<file path="src/verilog/smac_params.svh">
// Constants for the SMM RAM access control block.
`ifndef SMAC_PARAMS_SVH
`define SMAC_PARAMS_SVH

// Register offsets and reset values.
`define SMAC_OFS_SMM_CTL    8'h9D
`define SMAC_OFS_EXT_CTL    8'h9E
`define SMAC_SMM_CTL_RST    8'h02
`define SMAC_EXT_CTL_RST    8'h38
`define SMAC_RD_UNMAPPED    8'h00

// Field positions in the smm_ram_control register.
`define SMAC_BIT_OPEN       6
`define SMAC_BIT_CLS        5
`define SMAC_BIT_LCK        4
`define SMAC_BIT_GEN        3
`define SMAC_BASE_SEG       3'h2

// Field positions in the extended_smm_ram_control register.
`define SMAC_BIT_HEN        7
`define SMAC_BIT_ERR        6
`define SMAC_CACHE_BITS     3'h7
`define SMAC_BIT_TSZ_HI     2
`define SMAC_BIT_TSZ_LO     1
`define SMAC_BIT_TEN        0
`define SMAC_TSZ_RSV0       2'h0
`define SMAC_TSZ_RSV1       2'h1
`define SMAC_TSZ_512K       2'h2
`define SMAC_TSZ_1M         2'h3

// Address windows.
`define SMAC_COMPAT_LO      32'h000A_0000
`define SMAC_COMPAT_HI      32'h000B_FFFF
`define SMAC_HIGH_LO        32'hFEDA_0000
`define SMAC_HIGH_HI        32'hFEDB_FFFF
`define SMAC_HIGH_MASK      32'h0001_FFFF
`define SMAC_LEN_512K       32'h0008_0000
`define SMAC_LEN_1M         32'h0010_0000
`define SMAC_LEN_NONE       32'h0000_0000

`endif

</file>
<file path="src/verilog/smac_pkg.sv">
// Types shared by the SMM RAM access control modules.
`default_nettype none
package smac_pkg;
    // Where a host request is sent.
    typedef enum logic [1:0] {
        SMAC_ROUTE_PASS  = 2'b00,
        SMAC_ROUTE_DRAM  = 2'b01,
        SMAC_ROUTE_HUB   = 2'b10,
        SMAC_ROUTE_VIDEO = 2'b11
    } smac_route_e;

    // Inclusive range test on a 32-bit address.
    function automatic logic smac_in_range(input logic [31:0] a,
                                           input logic [31:0] lo,
                                           input logic [31:0] hi);
        return (a >= lo) && (a <= hi);
    endfunction
endpackage
`default_nettype wire

</file>
<file path="src/verilog/smac_access_ctl.sv">
// SMM RAM access control: the two control registers and the request router.
`timescale 1ns/1ns
`default_nettype none
`include "smac_params.svh"
module smac_access_ctl
    import smac_pkg::*;
#(
    parameter int ADDR_W = 32
) (
    // Clock and synchronous reset.
    input  wire logic              clk_sys,
    input  wire logic              srst,
    // Configuration space port.
    input  wire logic              cfgWrEn,
    input  wire logic              cfgRdEn,
    input  wire logic [7:0]        cfgAddr,
    input  wire logic [7:0]        cfgWrData,
    output logic [7:0]             cfgRdData,
    output logic                   cfgRdValid,
    // Host request.
    input  wire logic              hostAddrStrobe,
    input  wire logic [ADDR_W-1:0] hostAddr,
    input  wire logic              hostSmm,
    input  wire logic              hostCodeRef,
    input  wire logic [ADDR_W-1:0] topOfUsedDram,
    // Routing answer.
    output logic                   routeValid,
    output smac_route_e            routeTarget,
    output logic [ADDR_W-1:0]      dramAddr
);
    ////////////////////////////////////////////////////////////////////////////////
    // Elaboration check.

    // The window constants are 32-bit host addresses.
    if (ADDR_W != 32) begin : g_bad_width
        $error("smac_access_ctl supports only ADDR_W of 32");
    end

    ////////////////////////////////////////////////////////////////////////////////
    // Declarations.

    logic              openR;
    logic              closedR;
    logic              lockR;
    logic              globalEnR;
    logic              highEnR;
    logic [1:0]        tsegSizeR;
    logic              tsegEnR;
    logic              invalidFlagR;
    logic              smmCtlWr;
    logic              extCtlWr;
    logic              lockEff;
    logic              openEff;
    logic              closedEff;
    logic              highOn;
    logic              tsegOn;
    logic              visCompat;
    logic              visHigh;
    logic              flagSet;
    logic              inCompat;
    logic              inHigh;
    logic              inTseg;
    logic              tsegSizeOk;
    logic [7:0]        smmCtlVal;
    logic [7:0]        extCtlVal;
    smac_route_e       routeNxt;
    logic [ADDR_W-1:0] addrNxt;

    ////////////////////////////////////////////////////////////////////////////////
    // Control qualification.

    // Register selects.
    assign smmCtlWr  = cfgWrEn && (cfgAddr == `SMAC_OFS_SMM_CTL);
    assign extCtlWr  = cfgWrEn && (cfgAddr == `SMAC_OFS_EXT_CTL);

    // Open, closed and lock mean nothing until the global enable is on.
    assign lockEff   = globalEnR && lockR;
    assign openEff   = globalEnR && openR && !lockR;
    assign closedEff = globalEnR && closedR;
    assign highOn    = globalEnR && highEnR;
    assign tsegOn    = globalEnR && tsegEnR && tsegSizeOk;

    ////////////////////////////////////////////////////////////////////////////////
    // smm_ram_control register.

    // Lock is sticky until reset once the global enable is on; while locked only the closed control stays writable,
    // since the lock is meant to guard placement and visibility, not display access.
    always_ff @(posedge clk_sys) begin
        if (srst) begin
            openR     <= 1'b0;
            closedR   <= 1'b0;
            lockR     <= 1'b0;
            globalEnR <= 1'b0;
        end else if (smmCtlWr && !lockEff) begin
            closedR   <= cfgWrData[`SMAC_BIT_CLS];
            lockR     <= cfgWrData[`SMAC_BIT_LCK];
            globalEnR <= cfgWrData[`SMAC_BIT_GEN];
            // Setting lock drops open in the same write.
            openR     <= cfgWrData[`SMAC_BIT_LCK] ? 1'b0 : cfgWrData[`SMAC_BIT_OPEN];
        end else if (smmCtlWr) begin
            closedR   <= cfgWrData[`SMAC_BIT_CLS];
        end
    end

    ////////////////////////////////////////////////////////////////////////////////
    // extended_smm_ram_control register.

    // High enable, size and segment enable freeze under lock.
    always_ff @(posedge clk_sys) begin
        if (srst) begin
            highEnR   <= 1'b0;
            tsegSizeR <= `SMAC_TSZ_RSV0;
            tsegEnR   <= 1'b0;
        end else if (extCtlWr && !lockEff) begin
            highEnR   <= cfgWrData[`SMAC_BIT_HEN];
            tsegSizeR <= cfgWrData[`SMAC_BIT_TSZ_HI:`SMAC_BIT_TSZ_LO];
            tsegEnR   <= cfgWrData[`SMAC_BIT_TEN];
        end
    end

    // Invalid-access flag: a new intrusion in the clearing cycle keeps it set.
    always_ff @(posedge clk_sys) begin
        if (srst) begin
            invalidFlagR <= 1'b0;
        end else if (flagSet) begin
            invalidFlagR <= 1'b1;
        end else if (extCtlWr && cfgWrData[`SMAC_BIT_ERR]) begin
            invalidFlagR <= 1'b0;
        end
    end

    ////////////////////////////////////////////////////////////////////////////////
    // Register read-back.

    // Fixed fields are built in here rather than stored, so they cannot drift.
    assign smmCtlVal = {1'b0, openR, closedR, lockR, globalEnR, `SMAC_BASE_SEG};
    assign extCtlVal = {highEnR, invalidFlagR, `SMAC_CACHE_BITS, tsegSizeR, tsegEnR};

    // Read data is registered; unmapped offsets read zero.
    always_ff @(posedge clk_sys) begin
        if (srst) begin
            cfgRdValid <= 1'b0;
            cfgRdData  <= `SMAC_RD_UNMAPPED;
        end else begin
            cfgRdValid <= cfgRdEn;
            if (cfgRdEn) begin
                if (cfgAddr == `SMAC_OFS_SMM_CTL) begin
                    cfgRdData <= smmCtlVal;
                end else if (cfgAddr == `SMAC_OFS_EXT_CTL) begin
                    cfgRdData <= extCtlVal;
                end else begin
                    cfgRdData <= `SMAC_RD_UNMAPPED;
                end
            end
        end
    end

    ////////////////////////////////////////////////////////////////////////////////
    // Request routing.

    // Window decoder.
    smac_window_decode #(
        .ADDR_W         (ADDR_W)
    ) u_decode (
        .addr           (hostAddr),
        .topOfUsedDram  (topOfUsedDram),
        .topSegmentSize (tsegSizeR),
        .inCompat       (inCompat),
        .inHigh         (inHigh),
        .inTseg         (inTseg),
        .tsegSizeOk     (tsegSizeOk)
    );

    // Visibility: closed only stops data references, and only in the compatible window.
    assign visCompat = globalEnR && ((hostSmm && !(closedEff && !hostCodeRef)) || openEff);
    assign visHigh   = hostSmm || openEff;

    // A non-SMM touch of the high or top window with open clear is an intrusion.
    assign flagSet = hostAddrStrobe && !hostSmm && !openEff &&
                     ((inHigh && highOn) || (inTseg && tsegOn));

    // Route choice. The compatible window is never relocated, so DRAM sees the host address.
    always_comb begin
        routeNxt = SMAC_ROUTE_PASS;
        addrNxt  = hostAddr;
        if (inCompat) begin
            // A refused compatible access falls back to the legacy video path.
            routeNxt = visCompat ? SMAC_ROUTE_DRAM : SMAC_ROUTE_VIDEO;
        end else if (inHigh && highOn) begin
            if (visHigh) begin
                routeNxt = SMAC_ROUTE_DRAM;
                addrNxt  = `SMAC_COMPAT_LO | (hostAddr & `SMAC_HIGH_MASK);
            end else begin
                routeNxt = SMAC_ROUTE_HUB;
            end
        end else if (inTseg && tsegOn) begin
            // Open does not admit non-SMM requests to the top segment.
            routeNxt = hostSmm ? SMAC_ROUTE_DRAM : SMAC_ROUTE_HUB;
        end
    end

    // Answer register: one cycle after the strobe; target and address hold until the next.
    always_ff @(posedge clk_sys) begin
        if (srst) begin
            routeValid  <= 1'b0;
            routeTarget <= SMAC_ROUTE_PASS;
            dramAddr    <= '0;
        end else begin
            routeValid <= hostAddrStrobe;
            if (hostAddrStrobe) begin
                routeTarget <= routeNxt;
                dramAddr    <= addrNxt;
            end
        end
    end
endmodule
`default_nettype wire

</file>
<file path="src/verilog/smac_window_decode.sv">
// Address window decoder for the compatible, high and top-segment ranges.
`timescale 1ns/1ns
`default_nettype none
`include "smac_params.svh"
module smac_window_decode
    import smac_pkg::*;
#(
    parameter int ADDR_W = 32
) (
    // Request address and memory top.
    input  wire logic [ADDR_W-1:0] addr,
    input  wire logic [ADDR_W-1:0] topOfUsedDram,
    input  wire logic [1:0]        topSegmentSize,
    // Window hits.
    output logic                   inCompat,
    output logic                   inHigh,
    output logic                   inTseg,
    output logic                   tsegSizeOk
);
    // The window and length constants are 32-bit host addresses, so no other width fits.
    if (ADDR_W != 32) begin : g_bad_width
        $error("smac_window_decode supports only ADDR_W of 32");
    end

    logic [ADDR_W-1:0] tsegLen;
    logic [ADDR_W-1:0] tsegBase;

    // Size code to length; reserved codes give no segment at all.
    always_comb begin
        unique case (topSegmentSize)
            `SMAC_TSZ_512K: tsegLen = `SMAC_LEN_512K;
            `SMAC_TSZ_1M:   tsegLen = `SMAC_LEN_1M;
            `SMAC_TSZ_RSV0: tsegLen = `SMAC_LEN_NONE;
            `SMAC_TSZ_RSV1: tsegLen = `SMAC_LEN_NONE;
        endcase
    end

    // The segment sits just below the top; a top smaller than the size gives no segment.
    assign tsegSizeOk = (tsegLen != `SMAC_LEN_NONE) && (topOfUsedDram >= tsegLen);
    assign tsegBase   = topOfUsedDram - tsegLen;
    assign inTseg     = tsegSizeOk && (addr >= tsegBase) && (addr < topOfUsedDram);
    assign inCompat   = smac_in_range(addr, `SMAC_COMPAT_LO, `SMAC_COMPAT_HI);
    assign inHigh     = smac_in_range(addr, `SMAC_HIGH_LO, `SMAC_HIGH_HI);
endmodule
`default_nettype wire

</file>
<file path="config.mk">
export PLATFORM = sky130hd
export DESIGN_NAME = smac_access_ctl
export DESIGN_NICKNAME = d
export VERILOG_FILES = /design/src/verilog/smac_pkg.sv /design/src/verilog/smac_access_ctl.sv /design/src/verilog/smac_window_decode.sv
export VERILOG_INCLUDE_DIRS = /design/src /design/src/verilog
export SDC_FILE = /design/constraint.sdc
export NUM_CORES = 1
export LEC_CHECK = 0
export BUFFER_PORTS_ARGS = -buffer_cell sky130_fd_sc_hd__buf_2
export CORE_ASPECT_RATIO = 0.8
export CORE_MARGIN = 3
export CORE_UTILIZATION = 25
export CTS_BUF_LIST = sky130_fd_sc_hd__clkbuf_8
export CTS_CLUSTER_SIZE = 8
export DETAILED_ROUTE_END_ITERATION = 6
export PLACE_DENSITY_LB_ADDON = 0.05
export SYNTH_ARGS = -nofsm -noshare
export SYNTH_HDL_FRONTEND = slang
export SYNTH_SLANG_ARGS = --single-unit
</file>
<file path="constraint.sdc">
create_clock -name clk_sys -period 6.8 [get_ports clk_sys]
set_input_delay 0.34 -clock clk_sys [delete_from_list [all_inputs] [get_ports clk_sys]]
set_output_delay 0.34 -clock clk_sys [all_outputs]
set_load 0.02 [all_outputs]
</file>
==> results.md, run 1 <==
- The quantity of hold-fixing buffers added after cts is 0.
- The placed instance count is between 700 and 800.
- Summing internal, switching and leakage power gives approximately 730 µW.
- The mean routed wirelength per cell is between 15 and 20 µm.
- The final net count is between 600 and 700.
- The total routing usage reported by global routing is 0.146.
- The area taken by multi-input logic gates is about 0.0022 mm².
- The number of pins with negative max-slew slack in the final report came to 0.
- Timing would allow up to 218 MHz.
- The initial utilization of the core area, before any placement, comes to 0.263.
- TritonCTS built the clock tree.
- The total iterations of the first detailed-routing run is 4.
- For the pin with the worst max-slew slack, the measured transition is 1.15 ns.
- Yosys mapped the design onto between 40 and 50 distinct sky130hd cell types.
- The highest layer used for signal routing is met4.
- The category of the most critical setup path is reg2reg.
- Among all stages on the critical path, the largest delay is contributed by sky130_fd_sc_hd__a2111o_1.
- The flop-to-flop setup slack is ~2.2 ns.
- Of the cells placed in the final design, the portion with a size suffix greater than 1 is 0.268.
- The cell chosen for the clock root is sky130_fd_sc_hd__clkbuf_8.
- Summing over every cut layer, the via total after detailed routing is between 3000 and 4000.
- The share of total power dissipated in the clock network is 0.313.
- The setup TNS is 0 ns.
- The remaining antenna violation count is 0.
- The final standard cell utilization of the core is 0.335.
- Summing every instance area after synthesis gives 0.00348 mm².
- The core box area is approximately 0.013 mm².
- The floorplan die width is approximately 140 µm.
- The library cell occupying the most area in the post-synthesis netlist is sky130_fd_sc_hd__dfxtp_1.
- The maximum level of the CTS H-tree is 2.
- Along the worst path, the maximum fanout reaches 5.
- Final hold analysis gives a worst-case slack of approximately 0.24 ns.
- Clock tree synthesis inserted a total of 5 buffers.
- On the worst path, the slowest cell contributes a delay of approximately 0.42 ns.
- Of the total power, the share spent switching nets is 0.310.
- The Yosys warning count is 0.
- The half-perimeter wire length of the detailed placement result is roughly 8900 µm.
- Buffers added to address setup during post-CTS repair amount to 0.
- The source of the critical timing path is tsegSizeR[1].
- The worst setup path is launched from a flop.
- The number of antenna violations at the first check in global routing is 0.
- The share of async-settable or async-resettable flops after synthesis is 0.
- The final period utilization is 0.676.
- The synthesis-to-layout area growth is 27.4%.
- The worst hold path belongs to the class in2reg.
- Traced cell by cell, the critical path runs through nor2b_1 -> ha_1 -> inv_1 -> fa_1 -> nor3_1 -> nand2_1 -> or3_1 -> nor3_1 -> xnor2_1 -> ha_1 -> nand4_1 -> nor4_1 -> nand3_1 -> a31o_1 -> a2111o_1 -> a21o_1 -> a311oi_2.
- The sequential group share of total power is 0.450.
- The worst-case IR drop observed on VDD is roughly 0.093 mV.
- The synthesized instance count is between 400 and 500.
- Internal power comes to between 500 and 600 µW.
- The worst relative slew slack is 0.235.
- The beginning of the worst register-to-register path is tsegSizeR[1].
- Of the total power, combinational logic draws 0.237.
- The clock drives 53 sinks.
- Setup violations remaining at the end of the flow were counted as 0.
- Of the post-synthesis cell area, the dominant cell type holds 0.305.
- The switching power total is around 230 µW.
- The sequential cells in the finished layout cover a total of 0.00106 mm².
- The vertical extent of the die is around 110 µm.
- The count of cells resized by post-cts repair is 0.
- After the flow finishes, the layout carries non-filler instances totaling roughly 720.
- The run finished with clean final reports.
- Global routing finished with a remaining overflow of 0.
- The critical path data arrival time is 4.84 ns.
- The post-route DRC violation count is 0.
- around 130 I/O pins were placed.
- The clock period minus final worst setup slack is ~4.6 ns.
- The floorplan step defined a die boundary enclosing 0.0154 mm².
- The clock transition at the registers of the reported paths is around 0.11 ns.
- In this run the tool buffered the top-level ports with 130 buffer cells.
- In the synthesized netlist the dominant register cell turns out to be sky130_fd_sc_hd__dfxtp_1.
- The number of diodes added for antenna fixing is 0.
- After detailed routing, the number of vias per cell comes to roughly 4.7.
- Routability-driven placement finished with a final weighted congestion of 0.823.
- The number of storage elements in the synthesis netlist is between 50 and 60.
- After filler insertion, the fill cell instance count of the layout stands at about 1500.
- In this run the power density over the cells is between 150 and 200 mW/mm².
- The via count of the first global-routing pass is 3366.
- The number of buffers on the longest clock path is 2.
- The share of the Yosys chip area taken by registers is 0.305.
- After floorplanning, the core was divided into 37 placement rows.
- The synthesized net count is between 500 and 600.
- The first-pass GRT wire length is ~18000 µm.
- STA classifies the critical path endpoint as a flop.
- Yosys mapped a number of flops with a built-in enable equal to 0.
- For this block, the initial DRC count from the detailed router was a little over 100.
- For the worst-skew pair, the clock arrives at the later sink with an insertion delay of 0.32 ns.
- The wire length after detailed routing is about 11000 µm.
- Setup repair after global routing left no endpoint under its margin.
- For the worst setup path, the data required time is just over 7 ns.
- The routed metal-1 wirelength is roughly 5600 µm.
- On the final layout, the worst clock skew is approximately 0.0073 ns.
- The worst hold path begins at cfgWrData[1].
- The average cell area after synthesis is 8.29 µm².
- After synthesis, the cell types taking the most area are sky130_fd_sc_hd__dfxtp_1 30%, sky130_fd_sc_hd__ha_1 17%, sky130_fd_sc_hd__mux2i_1 7.8%.
- The total count of hold-check failures in the final report is 0.
- Max-cap violations in this run came to 0.
- The static leakage is 0.00217 µW.
- The amount of wire on met3 after detailed routing is between 800 and 900 µm.
- Entering global routing, the biggest net connects 54 pins.
- Wire segments on met2 add up to ~4700 µm in the final route.
==> state kept, by name, summed over array words and instances (netlist names), 2 cells and up <==
register     flops
tsegSizeR        2
routeTarget      2
cfgRdData        8
dramAddr        32
==> critical path, delay by kind of cell (launching register included) <==
kind                       cells  cell delay [ns]
adders and majority gates      3             0.87
xor gates and xnor gates       1             0.11
DFF                            1             0.41
AOI/OAI and AO/OA              4             1.04
and+or+nand+nor                8             2.00
buffers and inverters          1             0.06
==> cells in the mapped netlist (3+ instances only) <==
cell type,instances
sky130_fd_sc_hd__o21a_1,4
sky130_fd_sc_hd__a211oi_1,3
sky130_fd_sc_hd__nand2b_1,6
sky130_fd_sc_hd__nand3_1,12
sky130_fd_sc_hd__xnor2_1,10
sky130_fd_sc_hd__nand2_1,21
sky130_fd_sc_hd__a21oi_1,41
sky130_fd_sc_hd__inv_1,37
sky130_fd_sc_hd__o211ai_1,3
sky130_fd_sc_hd__clkbuf_1,10
sky130_fd_sc_hd__ha_1,47
sky130_fd_sc_hd__nor2_1,53
sky130_fd_sc_hd__nor2b_1,17
sky130_fd_sc_hd__nor4_1,8
sky130_fd_sc_hd__nand4_1,13
sky130_fd_sc_hd__o21ai_0,9
sky130_fd_sc_hd__mux2i_1,27
sky130_fd_sc_hd__nor3_1,9
sky130_fd_sc_hd__a21boi_0,3
sky130_fd_sc_hd__dfxtp_1,53
==> layer usage <==
layer,vias up,track usage
li1,1735,-
met1,1529,0.205
met2,90,0.222
met3,8,0.0447
met4,0,0.0276
met5,-,0
==> cell usage in the layout (no fill, tap or decap), types with 4 or more instances in the layout <==
cell / n
sky130_fd_sc_hd__buf_2: 130
sky130_fd_sc_hd__clkbuf_8: 5
sky130_fd_sc_hd__ha_1: 47
sky130_fd_sc_hd__mux2i_1: 27
sky130_fd_sc_hd__nand2b_1: 6
sky130_fd_sc_hd__xnor2_1: 10
sky130_fd_sc_hd__nand4_1: 13
sky130_fd_sc_hd__nand2_1: 21
sky130_fd_sc_hd__dfxtp_1: 53
sky130_fd_sc_hd__a21oi_1: 41
sky130_fd_sc_hd__nor4_1: 8
sky130_fd_sc_hd__inv_1: 37
sky130_fd_sc_hd__nor2b_1: 17
sky130_fd_sc_hd__nand3_1: 12
sky130_fd_sc_hd__o21ai_0: 9
sky130_fd_sc_hd__o21a_1: 4
sky130_fd_sc_hd__nor2_1: 53
sky130_fd_sc_hd__nor3_1: 9
==> per-stage QoR <==
| step | setup WS, ns | instance area (µm²) |
|---|---|---|
| global route | 1.83 | 4440 |
| floorplan | 2.77 | 3480 |
| global placement | 2.37 | 4320 |
| CTS | 2.16 | 4440 |
| detailed placement | 2.21 | 4320 |
| finish | 2.20 | 4440 |
==> area by class of cell <==
type                            count  share of cell area
Multi-Input combinational cell    318               0.504
Sequential cell                    53               0.239
Timing Repair Buffer              132               0.150
Tap cell                          175              0.0494
Inverter                           37              0.0313
Clock buffer                        5              0.0155
Clock inverter                      3              0.0104
==> power by group through the flow <==
stage	registers, µW	logic (µW)	clock network [µW]
5_1_grt	331	197	252
4_1_cts	330	176	242
6_report	329	173	229
3_3_place_gp	336	174	0
2_1_floorplan	353	81.9	0
3_5_place_dp	337	175	0
==> cells by family (layout without fill, tap and decap cells) <==
group | Yosys count | in the layout | share of synthesized area
XOR/XNOR | 11 | 11 | 0.0277
adder cells (fa/ha/maj) | 48 | 48 | 0.175
flip-flops | 53 | 53 | 0.305
AND/OR/NAND/NOR | 152 | 152 | 0.219
AO/OA/AOI/OAI | 80 | 80 | 0.143
buffers and inverters | 49 | 177 | 0.0528
multiplexers | 27 | 27 | 0.0776
==> worst paths after layout <==
| check | to | cells after the start |
|---|---|---|
| max | routeTarget[0] | 17 |
| min reg2reg | cfgRdData[0] | 2 |
| min | tsegSizeR[0] | 3 |
| max reg2reg | routeTarget[0] | 17 |
Power figures use the tool's default switching activity.
==> run 2: changes to the inputs <==
clock period = 4.19 ns   (was 6.8 ns; I/O delays follow)
==> run 2 against run 1 <==
Effect of this change: utilization is 0.48 points higher; flip-flop and latch count stayed put; wire length grew 0.59%; sequential share of layout area down 0.31 points; first-iteration DRC count decreased by 11%; maximum frequency increased by 17%; die area did not move; via count up 1.5%; critical path depth stayed put; clock-buffer cell count did not move; largest cell class unchanged; highest routed layer unchanged.
==> results.md, run 2 (synthesized netlist as in run 1, its figures left out) <==
- The flow ran to the end, and the final reports show no timing, DRC or antenna violations.
- The critical path is of the reg2reg type.
- The pin count of the biggest net entering global routing came to 54 (unchanged).
- The total iterations of the first detailed-routing run is 4 (unchanged).
- The worst setup skew after layout is 0.00557 ns (-0.00172 ns).
- The flop-to-flop setup slack was 0.26 ns (-1.94 ns).
- The highest clock frequency the design can meet is 255 MHz (+17%).
- The synthesis-to-layout area growth is 29.3%.
- The worst flop-to-flop path endpoint is routeTarget[0].
- The violation count after the first detailed-route iteration was 90 (-11%).
- The path depth of the worst reg2reg path came to 17 (unchanged).
- In the final layout, the registers with the most flip-flops are dramAddr (32), cfgRdData (8).
- The highest fanout seen on the critical path is 3 (-2).
- The vertical extent of the die is 112 µm (unchanged).
- The clock sink count was 53 (unchanged).
- STA classifies the critical path endpoint as a flop.
- The final net count is 687 (+0.73%).
- The wire length after detailed routing was 11300 µm (+0.59%).
- The switching power total is 378 µW (+67%).
- The detail-routed via count per cell was 4.68 (+0.71%).
- The CTS tree is built.
- The category of the worst setup path launch point is a flop.
- The via count of the first global-routing pass is 3503 (+4.1%).
- The share of final-layout standard cells stronger than drive strength 1 is 0.289 (+0.0211).
- The remaining antenna violation count is 0 (unchanged).
- The post-layout instance count excluding filler cells is 729 (+0.83%).
- The floorplan die width is 138 µm (unchanged).
- The number of buffers added by the clock tree synthesis step is 5 (unchanged).
- The initial core utilization came to 0.263 (unchanged).
- The transition at the pin with the smallest max-transition slack was 1.16 ns (+0.0122 ns).
- The placed instance count is 720 (+0.70%).
- The area enclosed by the die boundary is 0.0154 mm² (unchanged).
- The number of placement rows is 37 (unchanged).
- The tree is rooted in a sky130_fd_sc_hd__clkbuf_8.
- The worst slack after detailed placement is -0.202 ns (-2.41 ns).
- In this run the most critical hold path is launched from cfgWrData[5].
- The core box area is 0.0132 mm² (unchanged).
- The maximum level of the CTS H-tree is 2 (unchanged).
- The clock period minus final worst setup slack is 3.93 ns (-0.668 ns).
- The number of antenna violations at the first check in global routing came to 1 (+1).
- The count of input and output buffers is 130 (unchanged).
- The total I/O pin count is 131 (unchanged).
- The least setup slack across all paths after layout is 0.262 ns (-1.94 ns).
- The mean routed wirelength per cell is 15.6 µm (-0.23%).
- The worst relative slew slack is 0.227 (-0.00810).
- Setup repair after global routing could not meet its margin everywhere.
- The beginning of the worst register-to-register path is tsegSizeR[1].
- The total routing usage reported by global routing came to 0.147 (+0.00114).
- The net switching fraction of the power is 0.331 (+0.0212).
- The post-CTS setup buffer count is 0 (unchanged).
- The weighted congestion reported at the end of routability-driven placement is 0.815 (-1.0%).
- The number of fill cells in the layout is 1520 (+3.5%).
- The internal power is 764 µW (+51%).
- The final period utilization is 0.937 (+0.262).
- The clock transition at the registers of the reported paths came to 0.11 ns (about the same).
- The quantity of hold-fixing buffers added after cts is 0 (unchanged).
- The total count of hold-check failures in the final report came to 0 (unchanged).
- The top register by number of flip-flops is dramAddr.
- The overall overflow remaining after global route is 0 (unchanged).
- The flip-flop count of the largest register after layout came to 32 (unchanged).
- The critical path data arrival time is 4.17 ns (-0.67 ns).
- The number of buffers on the longest clock path was 2 (unchanged).
- In this run the worst hold path is classified as in2reg.
- The first-pass GRT wire length is 17900 µm (+1.3%).
- The worst hold path cell count is 3 (unchanged).
- The power per standard cell area was 254 mW/mm² (+54%).
- The latest clock arrival within the worst-skew pair is 0.33 ns (about the same).
- The total number of vias is 3414 (+1.5%).
- The final setup violation count is 0 (unchanged).
- The source of the critical timing path is tsegSizeR[1].
- The number of pins with negative max-slew slack in the final report is 0 (unchanged).
- The static leakage was 0.00220 µW (+1.5%).
- The count of max-cap constraint violations came to 0 (unchanged).
- The worst hold endpoint is closedR.
- The share of power burned in the clock network is 0.284 (-0.029).
- The half-perimeter wire length of the detailed placement result was 9000 µm (+0.91%).
- The worst hold margin came to 0.118 ns (-0.125 ns).
- The maximum vdd drop came to 0.116 mV (+25%).
- The data required time of the critical path came to 4.44 ns (-2.60 ns).
- The sequential group share of total power came to 0.468 (+0.018).
- The post-route DRC violation count came to 0 (unchanged).
- In the layout the commonest cells are 130 x sky130_fd_sc_hd__buf_2, 53 x sky130_fd_sc_hd__nor2_1, 52 x sky130_fd_sc_hd__dfxtp_1.
- The setup TNS is 0 ns (unchanged).
- The most frequent standard cell in the layout excluding fill and tap cells is sky130_fd_sc_hd__buf_2.
- The combinational power share is 0.248 (+0.011).
==> run 2: timing repair <==
item,4_1_cts,5_1_grt
resized for setup,4,6
endpoints found under the setup margin,3,3
gates cloned,0,0
pin swaps,1,6
hold endpoints to repair,0,0
==> run 2: worst max-delay path by stage <==
stage / to / cells past startpoint / slack (ns)
final: routeTarget[0] / 17 / 0.26
after global routing: routeTarget[0] / 17 / -0.009
after CTS: routeTarget[0] / 17 / 0.03
after global placement: routeTarget[0] / 17 / -0.02
after detailed placement: routeTarget[0] / 17 / -0.20
after floorplan: routeTarget[0] / 17 / 0.16
==> run 2: area by class of cell <==
cell class | count | area, µm² | share of cell area
Timing Repair Buffer | 137 | 703 | 0.156
Sequential cell | 53 | 1060 | 0.236
Clock buffer | 5 | 68.8 | 0.0153
Multi-Input combinational cell | 318 | 2280 | 0.506
Tap cell | 175 | 219 | 0.0487
Inverter | 37 | 139 | 0.0309
Antenna cell | 1 | 2.50 | 0.000556
Clock inverter | 3 | 26.3 | 0.00584
==> run 2: through the flow <==
stage / area, µm² / util / power, µW
after global placement: 4360 / 0.329 / 828
after floorplan: 3480 / - / 706
final: 4500 / 0.340 / 1140
after CTS: 4470 / 0.338 / 1160
after detailed placement: 4360 / 0.329 / 829
after global routing: 4500 / 0.340 / 1220
==> run 2: power groups by stage <==
stage | Combinational, µW | Sequential (µW) | Clock, µW
3_5_place_dp | 283 | 546 | 0
6_report | 283 | 535 | 324
3_3_place_gp | 282 | 546 | 0
5_1_grt | 321 | 538 | 362
4_1_cts | 287 | 535 | 341
2_1_floorplan | 133 | 573 | 0
==> run 2: routing by layer <==
metal	vias up	part of all wire	track usage
met4	0	0.012	0.0316
met3	11	0.072	0.0452
li1	1747	-	-
met5	-	0	0
met1	1553	0.49	0.200
met2	103	0.42	0.229
==> run 2: critical path, cell delays in order (launching register included) <==
cell and delay [ns]:
sky130_fd_sc_hd__dfxtp_2 0.34, sky130_fd_sc_hd__nor2b_2 0.14, sky130_fd_sc_hd__ha_1 0.16, sky130_fd_sc_hd__inv_1 0.07
sky130_fd_sc_hd__fa_2 0.36, sky130_fd_sc_hd__nor3_2 0.14, sky130_fd_sc_hd__nand2_1 0.12, sky130_fd_sc_hd__or3_4 0.39
sky130_fd_sc_hd__buf_4 0.14, sky130_fd_sc_hd__xnor2_1 0.12, sky130_fd_sc_hd__ha_1 0.30, sky130_fd_sc_hd__nand4_1 0.18
sky130_fd_sc_hd__nor4_4 0.30, sky130_fd_sc_hd__nand3_1 0.11, sky130_fd_sc_hd__a31o_1 0.19, sky130_fd_sc_hd__a2111o_1 0.38
sky130_fd_sc_hd__a21o_1 0.17, sky130_fd_sc_hd__a311oi_2 0.24
